### src/common/amc_pkg.sv
// Purpose: Shared constants and types for the async memory bus controller
// Assumes: CORE_CLK at 100 MHz (10 ns period)
// Notes:   Times kept in ns, cycle counts derived from the clock period
package amc_pkg;

  localparam int unsigned CLK_PERIOD_NS = 10;
  localparam int unsigned ADDR_W        = 20;
  localparam int unsigned DATA_W        = 16;
  localparam int unsigned BYTE_W        = 8;

  // Least times round up, none below one cycle
  function automatic int unsigned amc_min_cyc(input int unsigned t_ns);
    int unsigned c;
    c = (t_ns + CLK_PERIOD_NS - 1) / CLK_PERIOD_NS;
    return (c < 1) ? 1 : c;
  endfunction : amc_min_cyc

  localparam int unsigned MIN_CYCLE_TIME_NS      = 35;
  localparam int unsigned WRITE_PULSE_NS         = 15;
  localparam int unsigned ADDR_TO_END_NS         = 20;
  localparam int unsigned DATA_TO_END_NS         = 10;
  localparam int unsigned WRITE_RECOVERY_TIME_NS = 12;
  localparam int unsigned HIGH_HOLD_NS           = 2;
  localparam int unsigned READ_ACCESS_NS         = 35;
  localparam int unsigned OE_RELEASE_NS          = 10;
  localparam int unsigned CS_RELEASE_NS          = 15;
  localparam int unsigned STARTUP_NS             = 2000000;

  localparam int unsigned MIN_CYCLE_CYC  = amc_min_cyc(MIN_CYCLE_TIME_NS);
  localparam int unsigned WPULSE_CYC     = amc_min_cyc(WRITE_PULSE_NS);
  localparam int unsigned ADDR_END_CYC   = amc_min_cyc(ADDR_TO_END_NS);
  localparam int unsigned RECOVERY_CYC   = amc_min_cyc(WRITE_RECOVERY_TIME_NS);
  localparam int unsigned HIGH_HOLD_CYC  = amc_min_cyc(HIGH_HOLD_NS);
  // One extra cycle covers the two-stage data input synchroniser
  localparam int unsigned READ_CYC       = amc_min_cyc(READ_ACCESS_NS) + 1;
  localparam int unsigned TURN_CYC       = amc_min_cyc(CS_RELEASE_NS);
  localparam int unsigned STARTUP_CYC    = STARTUP_NS / CLK_PERIOD_NS;

  localparam int unsigned CNT_W = 8;
  localparam int unsigned SU_W  = 20;

  localparam logic [CNT_W-1:0] CNT_ZERO = 8'h00;
  localparam logic [CNT_W-1:0] CNT_ONE  = 8'h01;
  localparam logic [DATA_W-1:0] DATA_ZERO = 16'h0000;
  localparam logic [ADDR_W-1:0] ADDR_ZERO = 20'h00000;

  typedef struct packed {
    logic              write;
    logic [ADDR_W-1:0] addr;
    logic [DATA_W-1:0] wdata;
    logic [1:0]        byte_en;   // [1] upper, [0] lower
  } amc_req_t;

  typedef struct packed {
    logic [ADDR_W-1:0] addr;
    logic [DATA_W-1:0] dq_out;
    logic              dq_oe;
    logic              chip_sel_b;
    logic              write_b;
    logic              out_en_b;
    logic              upper_byte_sel_b;
    logic              lower_byte_sel_b;
  } amc_pins_t;

  typedef enum logic [2:0] {
    ST_STARTUP = 3'b000,
    ST_IDLE    = 3'b001,
    ST_SETUP   = 3'b011,
    ST_PULSE   = 3'b010,
    ST_HOLD    = 3'b110,
    ST_READ    = 3'b111,
    ST_GAP     = 3'b101
  } amc_state_t;

endpackage : amc_pkg

### src/verilog/amc_ctrl.sv
// Purpose: Host controller for a 1M x 16 asynchronous SRAM-style memory
// Assumes: Single clock, memory pins driven straight from flip-flops
// Notes:   Each write is terminated by strobe and select rising together
//
// Overview of operation
// - Write happens while select and strobe low
// - Strobe stays high during reads
// - Address valid by select falling edge
// - Raised controls stay high 2 ns
// - Both byte selects skew at most 2 ns
// - Cycles and select edges spaced 35 ns
// - Write control low at least 15 ns
// - Address at pulse start, 20 ns before end
// - Data valid 10 ns before end
// - Address held 12 ns after write
// - Controls high, idle for 2 ms startup
`timescale 1ns/100ps
module amc_ctrl
  import amc_pkg::*;
#(
  parameter int unsigned STARTUP_CYCLES = STARTUP_CYC
)
(
  // Clock and reset
  input  wire logic              CORE_CLK,
  input  wire logic              RST_B,
  // Request side
  input  wire logic              REQ_VALID,
  output wire logic              REQ_READY,
  input  wire amc_req_t          REQ,
  // Read answer
  output wire logic              RSP_VALID,
  output wire logic [DATA_W-1:0] RSP_DATA,
  // Memory pins
  output wire logic [ADDR_W-1:0] MEM_ADDR,
  input  wire logic [DATA_W-1:0] MEM_DQ_I,
  output wire logic [DATA_W-1:0] MEM_DQ_O,
  output wire logic              MEM_DQ_OE,
  output wire logic              MEM_CHIP_SEL_B,
  output wire logic              MEM_WRITE_B,
  output wire logic              MEM_OUT_EN_B,
  output wire logic              MEM_UPPER_BYTE_SEL_B,
  output wire logic              MEM_LOWER_BYTE_SEL_B
);

  amc_state_t        state_q;
  amc_state_t        state_d;
  amc_pins_t         pins_q;
  amc_pins_t         pins_d;
  amc_req_t          req_q;
  logic [SU_W-1:0]   su_cnt_q;
  logic [DATA_W-1:0] dq_s1_q;
  logic [DATA_W-1:0] dq_s2_q;
  logic [DATA_W-1:0] rdata_q;
  logic              rvalid_q;
  logic              tmr_load;
  logic [CNT_W-1:0]  tmr_value;
  logic              tmr_done;
  logic [CNT_W-1:0]  gap_cyc;
  wire               su_done = (su_cnt_q == SU_W'(STARTUP_CYCLES));
  wire               accept  = (state_q == ST_IDLE) && REQ_VALID;
  wire               rd_end  = (state_q == ST_READ) && tmr_done;

  // Cast a cycle count to the timer width
  function automatic logic [CNT_W-1:0] cyc(input int unsigned n);
    return CNT_W'(n);
  endfunction : cyc

  // Remaining gap so select falls are at least a full cycle apart
  assign gap_cyc = req_q.write
    ? cyc(MIN_CYCLE_CYC > WPULSE_CYC + RECOVERY_CYC ?
          MIN_CYCLE_CYC - WPULSE_CYC - RECOVERY_CYC : HIGH_HOLD_CYC)
    : cyc(TURN_CYC);

  assign REQ_READY = (state_q == ST_IDLE);

  always_comb begin
    state_d   = state_q;
    tmr_load  = 1'b0;
    tmr_value = CNT_ZERO;
    case (state_q)
      ST_STARTUP: begin
        if (su_done) begin
          state_d = ST_IDLE;
        end
      end
      ST_IDLE: begin
        if (REQ_VALID) begin
          tmr_load  = 1'b1;
          // Address stands two cycles before the write strobe
          tmr_value = CNT_ONE;
          state_d   = REQ.write ? ST_SETUP : ST_READ;
          if (!REQ.write) begin
            tmr_value = cyc(READ_CYC);
          end
        end
      end
      ST_SETUP: begin
        if (tmr_done) begin
          tmr_load = 1'b1;
          // Pulse covers both strobe width and address-to-end time
          tmr_value = cyc(ADDR_END_CYC > WPULSE_CYC + 1 ?
                          ADDR_END_CYC - 1 : WPULSE_CYC);
          state_d  = ST_PULSE;
        end
      end
      ST_PULSE: begin
        if (tmr_done) begin
          tmr_load  = 1'b1;
          tmr_value = cyc(RECOVERY_CYC);
          state_d   = ST_HOLD;
        end
      end
      ST_HOLD: begin
        if (tmr_done) begin
          tmr_load  = 1'b1;
          tmr_value = gap_cyc;
          state_d   = ST_GAP;
        end
      end
      ST_READ: begin
        if (tmr_done) begin
          tmr_load  = 1'b1;
          tmr_value = gap_cyc;
          state_d   = ST_GAP;
        end
      end
      ST_GAP: begin
        if (tmr_done) begin
          state_d = ST_IDLE;
        end
      end
      default: begin
        state_d = ST_STARTUP;
      end
    endcase
  end

  // Pin image for the next cycle
  always_comb begin
    pins_d                  = pins_q;
    pins_d.write_b          = 1'b1;
    case (state_d)
      ST_SETUP: begin
        // Latch only on entry; the request may change once taken
        if (state_q == ST_IDLE) begin
          pins_d.addr             = REQ.addr;
          pins_d.chip_sel_b       = 1'b0;
          pins_d.upper_byte_sel_b = ~REQ.byte_en[1];
          pins_d.lower_byte_sel_b = ~REQ.byte_en[0];
          pins_d.out_en_b         = 1'b1;
          pins_d.dq_out           = REQ.wdata;
          pins_d.dq_oe            = 1'b1;
        end
      end
      ST_PULSE: begin
        // Select stays low through the pulse; it rises with the strobe to end the write
        pins_d.write_b = 1'b0;
      end
      ST_HOLD: begin
        // Select rises with the strobe; address and data stay put
        pins_d.chip_sel_b       = 1'b1;
        pins_d.upper_byte_sel_b = 1'b1;
        pins_d.lower_byte_sel_b = 1'b1;
      end
      ST_READ: begin
        if (state_q == ST_IDLE) begin
          // Address and select change on the same edge
          pins_d.addr             = REQ.addr;
          pins_d.chip_sel_b       = 1'b0;
          pins_d.out_en_b         = 1'b0;
          pins_d.upper_byte_sel_b = ~REQ.byte_en[1];
          pins_d.lower_byte_sel_b = ~REQ.byte_en[0];
          pins_d.dq_oe            = 1'b0;
        end
      end
      default: begin
        pins_d.chip_sel_b       = 1'b1;
        pins_d.out_en_b         = 1'b1;
        pins_d.upper_byte_sel_b = 1'b1;
        pins_d.lower_byte_sel_b = 1'b1;
        pins_d.dq_oe            = 1'b0;
      end
    endcase
  end

  amc_timer u_timer (
    .clk   (CORE_CLK),
    .rst_b (RST_B),
    .load  (tmr_load),
    .value (tmr_value),
    .done  (tmr_done)
  );

  always_ff @(posedge CORE_CLK or negedge RST_B) begin
    if (!RST_B) begin
      state_q <= ST_STARTUP;
      su_cnt_q <= {SU_W{1'b0}};
    end else begin
      state_q <= state_d;
      su_cnt_q <= su_done ? su_cnt_q : su_cnt_q + 1'b1;
    end
  end

  always_ff @(posedge CORE_CLK or negedge RST_B) begin
    if (!RST_B) begin
      pins_q <= '{addr: ADDR_ZERO, dq_out: DATA_ZERO, dq_oe: 1'b0,
                  chip_sel_b: 1'b1, write_b: 1'b1, out_en_b: 1'b1,
                  upper_byte_sel_b: 1'b1, lower_byte_sel_b: 1'b1};
      req_q  <= '0;
    end else begin
      pins_q <= pins_d;
      req_q  <= accept ? REQ : req_q;
    end
  end

  // Data pins come from another timing domain, so two stages first
  always_ff @(posedge CORE_CLK or negedge RST_B) begin
    if (!RST_B) begin
      dq_s1_q  <= DATA_ZERO;
      dq_s2_q  <= DATA_ZERO;
      rdata_q  <= DATA_ZERO;
      rvalid_q <= 1'b0;
    end else begin
      dq_s1_q  <= MEM_DQ_I;
      dq_s2_q  <= dq_s1_q;
      rvalid_q <= rd_end;
      rdata_q  <= rd_end ? dq_s2_q : rdata_q;
    end
  end

  assign RSP_VALID            = rvalid_q;
  assign RSP_DATA             = rdata_q;
  assign MEM_ADDR             = pins_q.addr;
  assign MEM_DQ_O             = pins_q.dq_out;
  assign MEM_DQ_OE            = pins_q.dq_oe;
  assign MEM_CHIP_SEL_B       = pins_q.chip_sel_b;
  assign MEM_WRITE_B          = pins_q.write_b;
  assign MEM_OUT_EN_B         = pins_q.out_en_b;
  assign MEM_UPPER_BYTE_SEL_B = pins_q.upper_byte_sel_b;
  assign MEM_LOWER_BYTE_SEL_B = pins_q.lower_byte_sel_b;

endmodule : amc_ctrl

### src/verilog/amc_timer.sv
// Purpose: Down counter that reports when a programmed interval expires
// Assumes: Load and count share one clock
// Notes:   Done is high while the count is zero
`timescale 1ns/100ps
module amc_timer
  import amc_pkg::*;
(
  // Clock and reset
  input  wire logic             clk,
  input  wire logic             rst_b,
  // Control
  input  wire logic             load,
  input  wire logic [CNT_W-1:0] value,
  // Status
  output wire logic             done
);

  logic [CNT_W-1:0] cnt_q;
  logic [CNT_W-1:0] cnt_d;

  assign done  = (cnt_q == CNT_ZERO);
  assign cnt_d = load ? value : (done ? cnt_q : cnt_q - CNT_ONE);

  always_ff @(posedge clk or negedge rst_b) begin
    if (!rst_b) begin
      cnt_q <= CNT_ZERO;
    end else begin
      cnt_q <= cnt_d;
    end
  end

endmodule : amc_timer
### config.mk
export PLATFORM = sky130hd
export DESIGN_NAME = amc_ctrl
export DESIGN_NICKNAME = d
export VERILOG_FILES = /design/src/common/amc_pkg.sv /design/src/verilog/amc_ctrl.sv /design/src/verilog/amc_timer.sv
export SDC_FILE = /design/constraint.sdc
export NUM_CORES = 1
export LEC_CHECK = 0
export BUFFER_PORTS_ARGS = -buffer_cell sky130_fd_sc_hd__buf_2
export CAP_MARGIN = 0
export CORE_UTILIZATION = 47
export DETAILED_ROUTE_END_ITERATION = 6
export PLACE_DENSITY = 0.75
export SLEW_MARGIN = 10
export SYNTH_ARGS = -nofsm -noshare
export SYNTH_HDL_FRONTEND = slang
export SYNTH_SLANG_ARGS = --single-unit
### constraint.sdc
create_clock -name CORE_CLK -period 2.1 [get_ports CORE_CLK]
set_clock_uncertainty 0.05 [all_clocks]
set_input_delay 0.21 -clock CORE_CLK [delete_from_list [all_inputs] [get_ports CORE_CLK]]
set_output_delay 0.21 -clock CORE_CLK [all_outputs]
set_load 0.02 [all_outputs]
==> flow_summary_export.csv <==
group,metric,value,unit
floorplanning,io_pins,118,
worst_setup_path,cp_cell_sequence,"inv_1 -> ha_2 -> nor4b_4 -> and2_4 -> nand4_4 -> buf_4 -> mux2_4",
synth,async_flop_share,100,%
place,place.gp.congestion,0.816,
outcome,outcome,"finished, final reports clean",
synth,ys_top_cells_by_count,"118 x dfrtp_1, 76 x nand2_1, 24 x mux2_2",
global_route,grt_util_all_layers,23.4,%
detailed_routing,wirelength,11400,um
final_layout,drive_gt1_share,35.9,%
timing,period_needed,2.02,ns
floorplanning,start_util,49.5,%
final_layout,antenna_cells,0,
place,dp.cells,616,
cts,htreeDepth,4,
synth,syn_inst,368,
cts,cts_tree,"done",
worst_setup_path,startpoint_type,"flop",
worst_setup_path,critPathMaxFanout,17,
timing,setup-violations-final,0,
cts,cts_inserted_buffers,17,
detailed_routing,avgViaCountPerCell,5.00,
timing,hold_violations,0,
cts,path_clk_slew,0.06,ns
worst_hold_path,hp-class,"input pin to flop",
timing,fin_ws,0.0755,ns
worst_setup_path,critPathMaxStageDelay,0.37,ns
detailed_routing,vias,3514,
place,pre_cts_slack,0.165,ns
job,maxCapViolations,0,
power_and_ir_drop,ir_drop,0.660,mV
synth,synth.area.top_cells,"dfrtp_1 63%, nand2_1 6.1%, mux2_2 5.8%",
power_and_ir_drop,cellPowerDensity,837,nW/um2
synth,synth_most_common_cell,"dfrtp_1",
worst_setup_path,crit_family,"simple AND/OR/NAND/NOR gates",
final_layout,syn_to_final_growth,42.2,%
synth,synth_edf_count,0,
synth,syn_avg_cell_area,12.7,um2
detailed_routing,dr.first_iter.drc_count,184,
worst_setup_path,required,2.44,ns
global_route,antenna_found_initial,0,
power_and_ir_drop,power.total,5.55,mW
synth,synth_flop_cell,"dfrtp_1",
cts,clk_latency,0.52,ns
timing,fmax,494,MHz
global_route,grt_pass1_vias,3629,
final_layout,finalNetCount,623,
timing,tightest_slew,0.536,ns
worst_setup_path,worstPathArrival,2.37,ns
worst_setup_path,worstSetupEndpointType,"flop",
final_layout,final_util,70.4,%
synth,ys_warn_count,0,
timing,fin_crit_sh,96.4,%
timing,slew_viol_final,0,
cts,clock_sinks,123,
place,dp_hpwl,6580,um
cts,cts_buffer_depth,2,
global_route,grt_pass1_wl,17900,um
floorplanning,fp.dieH,102,um
floorplanning,core,9420,um2
cts,cts_setup_buffers,0,
floorplanning,die_area,10300,um2
synth,ys_seq_area_share,66.1,%
worst_setup_path,path_class,"flop to flop",
global_route,grt_max_degree,56,
global_route,overflow,0,
detailed_routing,wl_per_cell,16.2,um
synth,synth_nets,429,
detailed_routing,dr.pass1.iters,5,
detailed_routing,route.detailed.drc,0,
synth,synth_top_area_cell,"dfrtp_1",
timing,max_slew_margin,64.0,%
floorplanning,die_w,102,um
synth,synth_area,4660,um2
worst_setup_path,critPathBufInv,2,
floorplanning,num_rows,35,
power_and_ir_drop,power.leakage,3.46,nW
cts,cts_root_buffer,"clkbuf_8",
detailed_routing,ant_nets,0,
synth,yosys.area.top_type_share,63.3,%
final_layout,stdcell_count,703,
synth,ys_ff_latch,123,
synth,synth_cell_types,43,
worst_setup_path,worst_path_max_delay_cell,"dfrtp_1",
place,port_buffers,117,
==> flip-flops by register name, indices dropped and copies added (netlist names), 3 cells and up <==
register / cells
MEM_ADDR: 20
MEM_DQ_O: 16
RSP_DATA: 16
dq_s1_q: 16
dq_s2_q: 16
state_q: 3
su_cnt_q: 20
u_timer.cnt_q: 8
==> where the power goes <==
group	switching [mW]	total, mW	internal, mW
Sequential	0.00899	2.41	2.40
Combinational	0.0810	0.194	0.113
Clock	1.09	2.94	1.85
Total	1.18	5.55	4.37
==> metrics by stage <==
stage                     cell area [um2]   TNS, ns  hold slack, ns
final                                6630         0          0.0354
after global placement               5460         0          0.0773
after floorplan                      4660         0          -0.136
after CTS                            6620         0          0.0325
after detailed placement             5460         0          0.0736
after global routing                 6630  -0.00402          0.0561
==> cells in the final DEF (no fill, tap or decap), types with 3 or more instances in the layout <==
cell           count
a21oi_1            5
a32oi_1            3
and3_1             3
buf_2            116
buf_4             13
bufinv_16          3
clkbuf_16         16
clkinv_4           3
dfrtp_1          118
dfstp_2            5
dlygate4sd3_1     56
inv_1             15
mux2_2            24
mux2_4             9
nand2_1           76
nand3_1           13
nand4_1            6
nor2_1             9
nor3_1            10
o21ai_0            8
or3_1              4
xnor2_1           12
xor2_1             7
==> final timing paths <==
path / startpoint / end / slack, ns / cells after the start
worst max-delay path: u_timer.cnt_q[0] / RSP_DATA[10] / 0.08 / 7
worst min-delay path: REQ_VALID / state_q[2] / 0.04 / 3
worst max register to register: u_timer.cnt_q[0] / RSP_DATA[10] / 0.08 / 7
worst min register to register: dq_s1_q[13] / dq_s2_q[13] / 0.30 / 0
max in group asynchronous: RST_B / MEM_ADDR[16] / 1.24 / 3
min in group asynchronous: RST_B / u_timer.cnt_q[2] / 0.09 / 2
==> worst reg2reg max path: cells and delay by family, from the launching register on <==
family / cells / cell delay, ns
and+or+nand+nor: 3 / 0.60
DFF: 1 / 0.37
muxes: 1 / 0.34
buffers and inverters: 2 / 0.33
adders and majority gates: 1 / 0.22
==> final cells by class <==
type                       instances  area (um2)
timing repair buffer             186        1260
inverter                          15        56.3
sequential                       123        3080
tap                              129         161
multi-input combinational        219        1470
fill                             622        2780
clock buffer                      19         432
clock inverter                    12         165
==> timing repair <==
| item | 4_1_cts | 5_1_grt |
|---|---|---|
| endpoints found under the setup margin | 0 | 12 |
| hold buffers | 56 | 0 |
| endpoints found under the hold margin | 177 | 0 |
| resized for setup | 0 | 3 |
==> cells by family after synthesis <==
kind of cell / after synthesis / share of synthesized area [%]
flip-flops: 123 / 66.1
buffers and inverters: 26 / 2.49
adder cells (fa/ha/maj): 4 / 1.02
AND/OR/NAND/NOR: 137 / 14.2
multiplexers: 35 / 9.12
AO/OA/AOI/OAI: 24 / 3.46
XOR/XNOR: 19 / 3.57
==> layer usage <==
metal / up-vias / global-route usage (%) / wire length, um
met5: - / 0 / 0
met4: 0 / 7.69 / 194
met3: 21 / 7.45 / 730
met2: 141 / 40.8 / 5890
met1: 1710 / 27.3 / 4610
li1: 1642 / - / -
(Power assumes the default switching activity.)
